**config.mk**
```make
export PLATFORM = sky130hd
export DESIGN_NAME = tcc_top
export DESIGN_NICKNAME = d
export VERILOG_FILES = /design/src/pkg/tcc_pkg.sv /design/src/hdl/tcc_top.sv
export VERILOG_INCLUDE_DIRS = /design/src /design/src/pkg
export SDC_FILE = /design/constraint.sdc
export NUM_CORES = 1
export LEC_CHECK = 0
export ABC_AREA = 1
export BUFFER_PORTS_ARGS = -buffer_cell sky130_fd_sc_hd__buf_2
export CORE_MARGIN = 3
export CORE_UTILIZATION = 55
export DETAILED_ROUTE_END_ITERATION = 16
export PLACE_DENSITY_LB_ADDON = 0.25
export SYNTH_ARGS = -nofsm -noshare
export SYNTH_HDL_FRONTEND = slang
export SYNTH_SLANG_ARGS = --single-unit
```
**constraint.sdc**
```tcl
create_clock -name pclk -period 2.33 [get_ports pclk]
set_input_delay 0.3495 -clock pclk [delete_from_list [all_inputs] [get_ports pclk]]
set_output_delay 0.3495 -clock pclk [all_outputs]
set_load 0.02 [all_outputs]
```
**src/pkg/tcc_regs.svh**
```systemverilog
// register indices, field positions, reset values and timing counts
// assumes APB byte address = 4 * index, data in the low byte
//
// Behaviour
// RULE1: active capture edge copies counter into capture pair
// RULE2: captured value is one above prior count
// RULE3: counter steps once per four bus clocks
// RULE4: high capture read blocks captures until low read
// RULE5: capture pair always holds latest capture
// RULE6: capture pair read-only, untouched by reset
// RULE7: capture edge sets capture flag, reset-proof
// RULE8: status read then capture-low read clears flag
// RULE9: each counter step compares, match drives level
// RULE10: compare-high write inhibits compares until low write
// RULE11: status read then compare-low access clears flag
// RULE12: match drives pin latch whatever compare flag
// RULE13: compare pair read/write, kept through reset
// RULE14: software sequence for safe compare update
// RULE15: reset clears control except edge select
// RULE16: three interrupt enables gate flags, reset clears
// RULE17: edge select one rising, zero falling
// RULE18: level bit one high, zero low, reset clears
// RULE19: capture pin enable off holds capture high
// RULE20: compare pin enable off disconnects compare pin
// RULE21: status flags, overflow on ffff to zero
// RULE22: status writes ignored, reset keeps flags
// RULE23: match sets compare flag, reset-proof
// RULE24: status read then counter-low access clears overflow
`ifndef TCC_REGS_SVH
`define TCC_REGS_SVH

// ---------------------------------------------------------------
// register indices (byte address is four times the index)
// ---------------------------------------------------------------
`define TCC_IDX_CTRL     6'h12
`define TCC_IDX_FLAGS    6'h13
`define TCC_IDX_CAP_HI   6'h14
`define TCC_IDX_CAP_LO   6'h15
`define TCC_IDX_CMP_HI   6'h16
`define TCC_IDX_CMP_LO   6'h17
`define TCC_IDX_CNT_HI   6'h18
`define TCC_IDX_CNT_LO   6'h19
`define TCC_IDX_PINFN    6'h1a

// ---------------------------------------------------------------
// field positions
// ---------------------------------------------------------------
`define TCC_BIT_CAP_IE   7
`define TCC_BIT_CMP_IE   6
`define TCC_BIT_OVF_IE   5
`define TCC_BIT_EDGE     1
`define TCC_BIT_LEVEL    0
`define TCC_BIT_CAP_F    7
`define TCC_BIT_CMP_F    6
`define TCC_BIT_OVF_F    5
`define TCC_BIT_CAP_PEN  0
`define TCC_BIT_CMP_PEN  1

// ---------------------------------------------------------------
// reset values and timing
// ---------------------------------------------------------------
`define TCC_CNT_RST      16'hfffc
`define TCC_CNT_TOP      16'hffff
`define TCC_PRESC_LAST   2'h3

`endif

```
**src/pkg/tcc_pkg.sv**
```systemverilog
// types shared by the capture/compare timer
// assumes the constants header supplies all numbers
package tcc_pkg;

  // control bits that reset clears
  typedef struct packed {
    logic cap_ie;
    logic cmp_ie;
    logic ovf_ie;
    logic level;
  } tcc_ctrl_type;

  // sticky event flags, never reset
  typedef struct packed {
    logic cap;
    logic cmp;
    logic ovf;
  } tcc_flags_type;

  // pin function enables
  typedef struct packed {
    logic cap_pen;
    logic cmp_pen;
  } tcc_pinfn_type;

endpackage : tcc_pkg

```
**src/hdl/tcc_top.sv**
```systemverilog
// 16-bit capture/compare timer with its free-running counter, APB slave
// assumes pclk 200 MHz, port pins arrive asynchronous to pclk
`timescale 1ns/1ps
`include "tcc_regs.svh"

module tcc_top (
  // clock and reset
  input  wire logic        pclk,
  input  wire logic        presetn,
  // apb slave
  input  wire logic        psel,
  input  wire logic        penable,
  input  wire logic        pwrite,
  input  wire logic [7:0]  paddr,
  input  wire logic [31:0] pwdata,
  output logic      [31:0] prdata,
  output logic             pready,
  output logic             pslverr,
  // port pins
  input  wire logic        port_a_bit2_pin,
  output logic             port_a_bit3_pin_out,
  output logic             port_a_bit3_pin_oe,
  // interrupt request
  output logic             timer_irq
);

  // ---------------------------------------------------------------
  // register bus decode
  // ---------------------------------------------------------------

  // true when a word address lands on a given register index
  function automatic logic hit(input logic [7:0] a,
                               input logic [5:0] i);
    hit = (a[1:0] == 2'h0) && (a[7:2] == i);
  endfunction : hit

  logic        pready_reg;
  logic        acc;
  logic        rd;
  logic        wr;
  logic [7:0]  wbyte;

  // two-cycle transfer: pready rises in the access phase
  assign acc   = psel & penable & pready_reg;
  assign rd    = acc & ~pwrite;
  assign wr    = acc & pwrite;
  assign wbyte = pwdata[7:0];

  logic rd_flags;
  logic rd_cap_hi;
  logic rd_cap_lo;
  logic wr_cmp_hi;
  logic acc_cmp_lo;
  logic acc_cnt_lo;

  // accesses with side effects
  assign rd_flags   = rd & hit(paddr, `TCC_IDX_FLAGS);
  assign rd_cap_hi  = rd & hit(paddr, `TCC_IDX_CAP_HI);
  assign rd_cap_lo  = rd & hit(paddr, `TCC_IDX_CAP_LO);
  assign wr_cmp_hi  = wr & hit(paddr, `TCC_IDX_CMP_HI);
  assign acc_cmp_lo = acc & hit(paddr, `TCC_IDX_CMP_LO);
  assign acc_cnt_lo = acc & hit(paddr, `TCC_IDX_CNT_LO);

  // ---------------------------------------------------------------
  // state
  // ---------------------------------------------------------------
  logic [1:0]          presc_reg;
  logic                tick;
  logic [15:0]         cnt_reg;
  logic [15:0]         cap_val_reg;
  logic [15:0]         cmp_val_reg;
  logic                cap_block_reg;
  logic                cmp_block_reg;
  logic                edge_sel_reg;
  tcc_pkg::tcc_ctrl_type  ctrl_reg;
  tcc_pkg::tcc_flags_type flags_reg;
  tcc_pkg::tcc_flags_type arm_reg;
  tcc_pkg::tcc_pinfn_type pinfn_reg;
  logic                cap_sync1_reg;
  logic                cap_sync2_reg;
  logic                cap_in;
  logic                cap_in_d_reg;
  logic                cap_edge;
  logic                cap_fire;
  logic                cmp_fire;
  logic                ovf_fire;
  logic                cmp_latch_reg;

  // ---------------------------------------------------------------
  // prescaler and free-running counter
  // ---------------------------------------------------------------

  // divide by four gives the counter step enable
  always_ff @(posedge pclk or negedge presetn) begin
    if (!presetn) begin
      presc_reg <= 2'h0;
    end else begin
      presc_reg <= presc_reg + 2'h1; // [RULE3]
    end
  end

  assign tick = (presc_reg == `TCC_PRESC_LAST);

  // counter wraps naturally from all ones to zero
  always_ff @(posedge pclk or negedge presetn) begin
    if (!presetn) begin
      cnt_reg <= `TCC_CNT_RST;
    end else if (tick) begin
      cnt_reg <= cnt_reg + 16'h0001; // [RULE3]
    end
  end

  assign ovf_fire = tick && (cnt_reg == `TCC_CNT_TOP); // [RULE21]

  // ---------------------------------------------------------------
  // capture input path
  // ---------------------------------------------------------------

  // two-stage synchroniser on the asynchronous pin
  always_ff @(posedge pclk or negedge presetn) begin
    if (!presetn) begin
      cap_sync1_reg <= 1'b1;
      cap_sync2_reg <= 1'b1;
    end else begin
      cap_sync1_reg <= port_a_bit2_pin;
      cap_sync2_reg <= cap_sync1_reg;
    end
  end

  // disabled pin function holds the capture input high
  assign cap_in = pinfn_reg.cap_pen ? cap_sync2_reg : 1'b1; // [RULE19]

  always_ff @(posedge pclk or negedge presetn) begin
    if (!presetn) begin
      cap_in_d_reg <= 1'b1;
    end else begin
      cap_in_d_reg <= cap_in;
    end
  end

  // edge polarity: one picks rising, zero picks falling
  assign cap_edge = edge_sel_reg ? (cap_in & ~cap_in_d_reg)
                                 : (~cap_in & cap_in_d_reg); // [RULE17]
  assign cap_fire = cap_edge & ~cap_block_reg; // [RULE4]

  // capture block: high-byte read holds off until low-byte read
  always_ff @(posedge pclk or negedge presetn) begin
    if (!presetn) begin
      cap_block_reg <= 1'b0;
    end else if (rd_cap_lo) begin
      cap_block_reg <= 1'b0; // [RULE4]
    end else if (rd_cap_hi) begin
      cap_block_reg <= 1'b1; // [RULE4]
    end
  end

  // the capture pair has no reset; sync delay is paid by the +1
  always_ff @(posedge pclk) begin
    if (cap_fire) begin
      cap_val_reg <= cnt_reg + 16'h0001; // [RULE1] [RULE2] [RULE5] [RULE6]
    end
  end

  // ---------------------------------------------------------------
  // compare path
  // ---------------------------------------------------------------

  // compare pair: software only, kept through reset
  always_ff @(posedge pclk) begin
    if (wr && hit(paddr, `TCC_IDX_CMP_HI)) begin
      cmp_val_reg[15:8] <= wbyte; // [RULE13]
    end
    if (wr && hit(paddr, `TCC_IDX_CMP_LO)) begin
      cmp_val_reg[7:0] <= wbyte; // [RULE13]
    end
  end

  // high-byte write inhibits matches until the low byte lands
  always_ff @(posedge pclk or negedge presetn) begin
    if (!presetn) begin
      cmp_block_reg <= 1'b0;
    end else if (wr && hit(paddr, `TCC_IDX_CMP_LO)) begin
      cmp_block_reg <= 1'b0; // [RULE10]
    end else if (wr_cmp_hi) begin
      cmp_block_reg <= 1'b1; // [RULE10]
    end
  end

  // compare only on counter steps so a match fires once per count
  assign cmp_fire = tick && !cmp_block_reg
                    && (cnt_reg == cmp_val_reg); // [RULE9] [RULE10]

  // level reaches the latch even if the flag is already set
  always_ff @(posedge pclk or negedge presetn) begin
    if (!presetn) begin
      cmp_latch_reg <= 1'b0;
    end else if (cmp_fire) begin
      cmp_latch_reg <= ctrl_reg.level; // [RULE9] [RULE12] [RULE18]
    end
  end

  // ---------------------------------------------------------------
  // control registers
  // ---------------------------------------------------------------

  // enables and level bit, all cleared by reset
  always_ff @(posedge pclk or negedge presetn) begin
    if (!presetn) begin
      ctrl_reg <= '0; // [RULE15] [RULE16] [RULE18]
    end else if (wr && hit(paddr, `TCC_IDX_CTRL)) begin
      ctrl_reg.cap_ie <= wbyte[`TCC_BIT_CAP_IE]; // [RULE16]
      ctrl_reg.cmp_ie <= wbyte[`TCC_BIT_CMP_IE];
      ctrl_reg.ovf_ie <= wbyte[`TCC_BIT_OVF_IE];
      ctrl_reg.level  <= wbyte[`TCC_BIT_LEVEL];
    end
  end

  // edge select survives reset, so it has no reset branch
  always_ff @(posedge pclk) begin
    if (wr && hit(paddr, `TCC_IDX_CTRL)) begin
      edge_sel_reg <= wbyte[`TCC_BIT_EDGE]; // [RULE15]
    end
  end

  // pin function enables, cleared at power-up
  always_ff @(posedge pclk or negedge presetn) begin
    if (!presetn) begin
      pinfn_reg <= '0; // [RULE19] [RULE20]
    end else if (wr && hit(paddr, `TCC_IDX_PINFN)) begin
      pinfn_reg.cap_pen <= wbyte[`TCC_BIT_CAP_PEN];
      pinfn_reg.cmp_pen <= wbyte[`TCC_BIT_CMP_PEN];
    end
  end

  // ---------------------------------------------------------------
  // status flags and their arming
  // ---------------------------------------------------------------

  // a status read arms each flag that was set when read
  always_ff @(posedge pclk or negedge presetn) begin
    if (!presetn) begin
      arm_reg <= '0;
    end else begin
      if (rd_flags) begin
        arm_reg <= flags_reg;
      end else begin
        if (rd_cap_lo) arm_reg.cap <= 1'b0;
        if (acc_cmp_lo) arm_reg.cmp <= 1'b0;
        if (acc_cnt_lo) arm_reg.ovf <= 1'b0;
      end
    end
  end

  // flags ignore reset and writes; a new event beats the clear
  always_ff @(posedge pclk) begin
    if (cap_fire) begin
      flags_reg.cap <= 1'b1; // [RULE7]
    end else if (arm_reg.cap && rd_cap_lo) begin
      flags_reg.cap <= 1'b0; // [RULE8]
    end
    if (cmp_fire) begin
      flags_reg.cmp <= 1'b1; // [RULE23]
    end else if (arm_reg.cmp && acc_cmp_lo) begin
      flags_reg.cmp <= 1'b0; // [RULE11]
    end
    if (ovf_fire) begin
      flags_reg.ovf <= 1'b1; // [RULE21]
    end else if (arm_reg.ovf && acc_cnt_lo) begin
      flags_reg.ovf <= 1'b0; // [RULE24]
    end
  end

  // ---------------------------------------------------------------
  // outputs
  // ---------------------------------------------------------------

  // pin drive and enable come straight from flops
  always_ff @(posedge pclk or negedge presetn) begin
    if (!presetn) begin
      port_a_bit3_pin_out <= 1'b0;
      port_a_bit3_pin_oe  <= 1'b0;
    end else begin
      port_a_bit3_pin_out <= cmp_latch_reg;
      port_a_bit3_pin_oe  <= pinfn_reg.cmp_pen; // [RULE20]
    end
  end

  // one interrupt line, each flag gated by its enable
  always_ff @(posedge pclk or negedge presetn) begin
    if (!presetn) begin
      timer_irq <= 1'b0;
    end else begin
      timer_irq <= (flags_reg.cap & ctrl_reg.cap_ie)
                 | (flags_reg.cmp & ctrl_reg.cmp_ie)
                 | (flags_reg.ovf & ctrl_reg.ovf_ie); // [RULE16]
    end
  end

  // ---------------------------------------------------------------
  // apb answer
  // ---------------------------------------------------------------
  logic [7:0] rbyte;
  logic       mapped;

  // read mux; flag writes fall through as no-ops
  always_comb begin
    rbyte  = 8'h00;
    mapped = 1'b1;
    if (hit(paddr, `TCC_IDX_CTRL)) begin
      rbyte[`TCC_BIT_CAP_IE] = ctrl_reg.cap_ie;
      rbyte[`TCC_BIT_CMP_IE] = ctrl_reg.cmp_ie;
      rbyte[`TCC_BIT_OVF_IE] = ctrl_reg.ovf_ie;
      rbyte[`TCC_BIT_EDGE]   = edge_sel_reg;
      rbyte[`TCC_BIT_LEVEL]  = ctrl_reg.level;
    end else if (hit(paddr, `TCC_IDX_FLAGS)) begin
      rbyte[`TCC_BIT_CAP_F] = flags_reg.cap; // [RULE22]
      rbyte[`TCC_BIT_CMP_F] = flags_reg.cmp;
      rbyte[`TCC_BIT_OVF_F] = flags_reg.ovf;
    end else if (hit(paddr, `TCC_IDX_CAP_HI)) begin
      rbyte = cap_val_reg[15:8]; // [RULE6]
    end else if (hit(paddr, `TCC_IDX_CAP_LO)) begin
      rbyte = cap_val_reg[7:0];
    end else if (hit(paddr, `TCC_IDX_CMP_HI)) begin
      rbyte = cmp_val_reg[15:8]; // [RULE13]
    end else if (hit(paddr, `TCC_IDX_CMP_LO)) begin
      rbyte = cmp_val_reg[7:0];
    end else if (hit(paddr, `TCC_IDX_CNT_HI)) begin
      rbyte = cnt_reg[15:8];
    end else if (hit(paddr, `TCC_IDX_CNT_LO)) begin
      rbyte = cnt_reg[7:0];
    end else if (hit(paddr, `TCC_IDX_PINFN)) begin
      rbyte[`TCC_BIT_CAP_PEN] = pinfn_reg.cap_pen;
      rbyte[`TCC_BIT_CMP_PEN] = pinfn_reg.cmp_pen;
    end else begin
      mapped = 1'b0;
    end
  end

  // answer loads in setup, stands for the one access cycle
  always_ff @(posedge pclk or negedge presetn) begin
    if (!presetn) begin
      pready_reg <= 1'b0;
      prdata     <= 32'h0000_0000;
      pslverr    <= 1'b0;
    end else if (psel && !penable && !pready_reg) begin
      pready_reg <= 1'b1;
      prdata     <= {24'h00_0000, pwrite ? 8'h00 : rbyte};
      pslverr    <= ~mapped;
    end else begin
      pready_reg <= 1'b0;
      prdata     <= 32'h0000_0000;
      pslverr    <= 1'b0;
    end
  end

  assign pready = pready_reg;
endmodule : tcc_top

```
Word-level counts from Yosys, hierarchy flattened

Index checks and enable logic that the tools add are counted.

Flip-flop bits (word level): 106
Bits of input ports: 46

Add/sub/neg operators: 2
Equal/unequal tests: 12
Multiplexer cells: 36
Bitwise logic cells: 23
Reduce and logical (&&, ||, !) cells: 30

Operator list:

| kind                    | count |
|---|---|
| $mux W8                 | 7 |
| $eq A6 B5 Y1 const B    | 9 |
| $logic_and A1 B1 Y1     | 21 |
| $mux W1                 | 20 |
| $add A16 B1 Y16 const B | 1 |
| $and A1 B1 Y1           | 16 |
| $eq A16 B16 Y1          | 1 |
| $eq A16 B16 Y1 const B  | 1 |
| $mux W3                 | 4 |
| $reduce_bool A2 Y1      | 5 |
| $mux W2                 | 3 |
| $mux W6                 | 1 |
| $mux W5                 | 1 |
| $not A1 Y1              | 5 |
| $logic_not A1 Y1        | 3 |
| $add A2 B1 Y2 const B   | 1 |
| $eq A2 B2 Y1 const B    | 1 |
| $logic_not A2 Y1        | 1 |
| $or A1 B1 Y1            | 2 |

Longest topological paths before layout

Depth in word-level cells: 13
Mapped depth: 12
Gate-level depth less buffers: 12

Worst setup path before layout

Ideal clock, no wire load.

Path kind: input to register
Start: input port paddr[1]
End: register cmp_val_reg[0], enable pin
Data arrival time: 1.559 ns
Data required time: 1.956 ns
Path slack: 0.398 ns
Cell stages on the path: 7
Path buffers: 0
Cells stage by stage: nor2_1 nand3_2 nor2_1 inv_1 nor2_1 inv_1 nor2_1

Word-level cells in the longest chain between the ends: 3

Ends and longest elaborated chain:

| what                   | line           | source |
|---|---|---|
| start: declaration     | tcc_top.sv:14  | `input wire logic [7:0] paddr,` |
| $logic_not A2 Y1       | tcc_top.sv:34  | `hit = (a[1:0] == 2'h0) && (a[7:2] == i);` |
| $logic_and A1 B1 Y1    | tcc_top.sv:34  |  |
| $logic_and A1 B1 Y1    | tcc_top.sv:173 | `` if (wr && hit(paddr, `TCC_IDX_CMP_LO)) begin `` |
| end signal: assignment | tcc_top.sv:174 | `cmp_val_reg[7:0] <= wbyte;` |
| end: declaration       | tcc_top.sv:71  | `logic [15:0] cmp_val_reg;` |

No other way between the ends.
A chain may end at the register's enable or synchronous reset.

Final worst setup path

Start: register cnt_reg[0]
End: register cap_val_reg[14] (data pin)

Word-level cells in the longest chain between the ends: 1

Ends and longest elaborated chain:

| what                     | line           | source |
|---|---|---|
| start: declaration       | tcc_top.sv:69  | `logic [15:0] cnt_reg;` |
| start signal: assignment | tcc_top.sv:107 | `` cnt_reg <= `TCC_CNT_RST; `` |
| start signal: assignment | tcc_top.sv:109 | `cnt_reg <= cnt_reg + 16'h0001;` |
| $add A16 B1 Y16          | tcc_top.sv:160 | `cap_val_reg <= cnt_reg + 16'h0001;` |
| end signal: assignment   | tcc_top.sv:160 |  |
| end: declaration         | tcc_top.sv:70  | `logic [15:0] cap_val_reg;` |

No other way between the ends.

==> impl_metrics.tcl <==
set metrics [dict create \
    switching_share 0.222 \
    combPwrFrac 0.048 \
    place_congestion 0.947 \
    stdcell_area_sq_um 4680 \
    syn_inst 474 \
    peakVddDrop_uv 346 \
    cp_max_fo 6 \
    cp_common_cell "nand2_2" \
    setup_ws_ns 0.403 \
    clock_skew_ns 0.00888 \
    synth_flop_cell "edfxtp_1" \
    first_pass_iters 5 \
    routed_via_density 5.18 \
    synth-async-reset-ratio 0.561 \
    r2r-start "cnt_reg[0]$_DFFE_PN0P_" \
    ys_ff_latch 82 \
    min_path_type "input pin to register" \
    cts_root_buf "clkbuf_8" \
    drt-total-wl_microns 9420 \
    ys_seq_area_frac 0.530 \
    cap_violations 0 \
    maxSlewViolCount 0 \
    grt_max_degree 31 \
    die_area_sq_um 8710 \
    final_antenna_net_count 0 \
    min_from "port_a_bit2_pin" \
    post_drt_wl_per_cell_microns 15.0 \
    synthTopCellsByCount "nand2_1, inv_1, nor2_1" \
    cpLargestDelayFamily "simple AND/OR/NAND/NOR gates" \
    min_period_ns 1.93 \
    hold_viol_final 0 \
    setup_viol 0 \
    cts_resized 0 \
    cp_slowest_stage_delay_ns 0.49 \
    io_buffers 34 \
    netlist_top_cells_area "edfxtp_1, dfrtp_1, dfstp_2" \
    start_kind "register" \
    totalNegativeSetupSlack_ns 0 \
    clockBufferDepth 2 \
    required_ns 2.44 \
    vias 3261 \
    synth.most_common_cell "nand2_1" \
    syn-cell-area_sq_um 4190 \
    p_switching_mw 0.611 \
    gr-total-overflow 0 \
    syn_area_per_cell_sq_um 8.85 \
    cts_buffers 9 \
    power_density_nw_per_um2 588 \
    cts.sinks 82 \
    reg2regPathDepth 8 \
    rows 31 \
    core_area_sq_um 7330 \
    rrSetupSlack_ns 0.40 \
    num_io_pins 83 \
    min_period_over_period 0.827 \
    end_kind "register" \
    critPathKind "register to register" \
    grt_pass1_vias 3082 \
    initial_core_util 0.572 \
    status "complete, no violations" \
    gr-usage-all-layers 0.236 \
    tritoncts "yes" \
    drt_iter0_drc 319 \
    path_clk_slew_ns 0.08 \
    fmax_ghz 0.519 \
    ys_types 41 \
    clock_power_share 0.397 \
    hold_path_depth 1 \
    synth.top_cell.area_share 0.236 \
    pre_cts_slack_ns 0.284 \
    path_cells "ha_1 -> nand3_2 -> nor2_2 -> nand2_2 -> nor3_4 -> nand2_2 -> o21ai_1 -> nand2_1" \
    total_leakage_power_nw 2.19 \
    grt_pass1_wl_microns 15400 \
    antenna_found_initial 0 \
    power_mw 2.75 \
    slowest_stage "dfrtp_1" \
    hpwl_microns 7100 \
    insertion_delay_ns 0.36 \
    die_w_microns 93.3 \
    fin_util 0.638 \
    internal-power_mw 2.14 \
    layout.nets 573 \
    placed_area_sq_um 4450 \
    cts-htree-levels 3 \
    n_antenna_cell 0 \
    seq_power_share 0.555 \
    rsz0062_at_grt "no" \
    die_h_microns 93.3 \
    final_layout_size_suffix_gt1_frac 0.187 \
    cp_num_buf_inv 0 \
    yosysTopAreaCell "edfxtp_1" \
    hold_path_end "cap_sync1_reg$_DFF_PN1_" \
    synth_edf_count 33 \
    worstPathArrival_ns 2.04 \
    drc 0 \
    synth_warnings 0 \
    syn_to_final_growth_pct 11.5 \
    r2r_end "cap_val_reg[14]$_DFFE_PP_" \
]
==> cell families after synthesis <==
group / Yosys count / share of synthesized area
buffers and inverters: 105 / 0.116
muxes: 2 / 0.00507
DFF: 82 / 0.530
adders and majority gates: 2 / 0.00597
and+or+nand+nor: 198 / 0.215
AOI/OAI and AO/OA: 64 / 0.0826
xor gates and xnor gates: 20 / 0.0436
other: 1 / 0.000894
==> through the flow <==
stage                     hold slack [ns]  cells
after floorplan                    0.0539    497
after global placement              0.339    612
after detailed placement            0.344    612
after CTS                          0.0739    629
after global routing               0.0649    629
final                              0.0810    629
==> power by group through the flow <==
stage	registers, mW	clock network [mW]	logic [mW]
2_1_floorplan	1.56	0	0.100
3_3_place_gp	1.55	0	0.129
3_5_place_dp	1.56	0	0.131
4_1_cts	1.53	1.10	0.132
5_1_grt	1.53	1.19	0.148
6_report	1.53	1.09	0.132
==> layout by cell type (no fill, tap or decap), types with 3 or more instances in the layout <==
master,count
dfstp_2,17
nand2_1,93
buf_4,11
o21ai_1,6
nor2_1,49
nand4_1,4
o22ai_1,10
inv_1,75
o21ai_0,20
clkbuf_8,10
nor2_2,5
dfxtp_1,3
a21oi_1,24
dfrtp_1,29
nand3_2,4
nand3_1,26
buf_2,34
edfxtp_1,33
xor2_1,18
conb_1,24
==> what timing repair did <==
item	CTS	global route
setup buffers	0	0
endpoints found under the hold margin	18	0
hold buffers	1	0
==> final cells by class <==
type / count / area, sq um
Timing Repair Buffer: 46 / 263
Inverter: 76 / 285
Clock inverter: 4 / 46.3
Fill cell: 629 / 2650
Sequential cell: 82 / 2220
Clock buffer: 12 / 166
Multi-Input combinational cell: 310 / 1570
Tap cell: 99 / 124
==> worst max path at each step <==
stage                            from                        end  slack, ns  depth (start not counted)
2_1_floorplan                paddr[1]   cmp_val_reg[0]$_DFFE_PP_       0.40                          7
5_1_grt        cnt_reg[0]$_DFFE_PN0P_  cap_val_reg[14]$_DFFE_PP_       0.29                          8
4_1_cts        cnt_reg[0]$_DFFE_PN0P_  cap_val_reg[14]$_DFFE_PP_       0.36                          8
3_3_place_gp                 paddr[7]        prdata[0]$_DFF_PN0_       0.32                         12
3_5_place_dp                 paddr[7]    ctrl_reg[1]$_DFFE_PN0P_       0.28                         10
6_report       cnt_reg[0]$_DFFE_PN0P_  cap_val_reg[14]$_DFFE_PP_       0.40                          8
==> metal layers <==
| layer | wire length, microns | GRT usage | vias up |
|---|---|---|---|
| met5 | 0 | 0 | - |
| met4 | 183 | 0.0794 | 0 |
| met3 | 916 | 0.0579 | 17 |
| met2 | 4310 | 0.354 | 165 |
| met1 | 4010 | 0.335 | 1508 |
| li1 | - | - | 1571 |
Power figures use the tool's default switching activity.
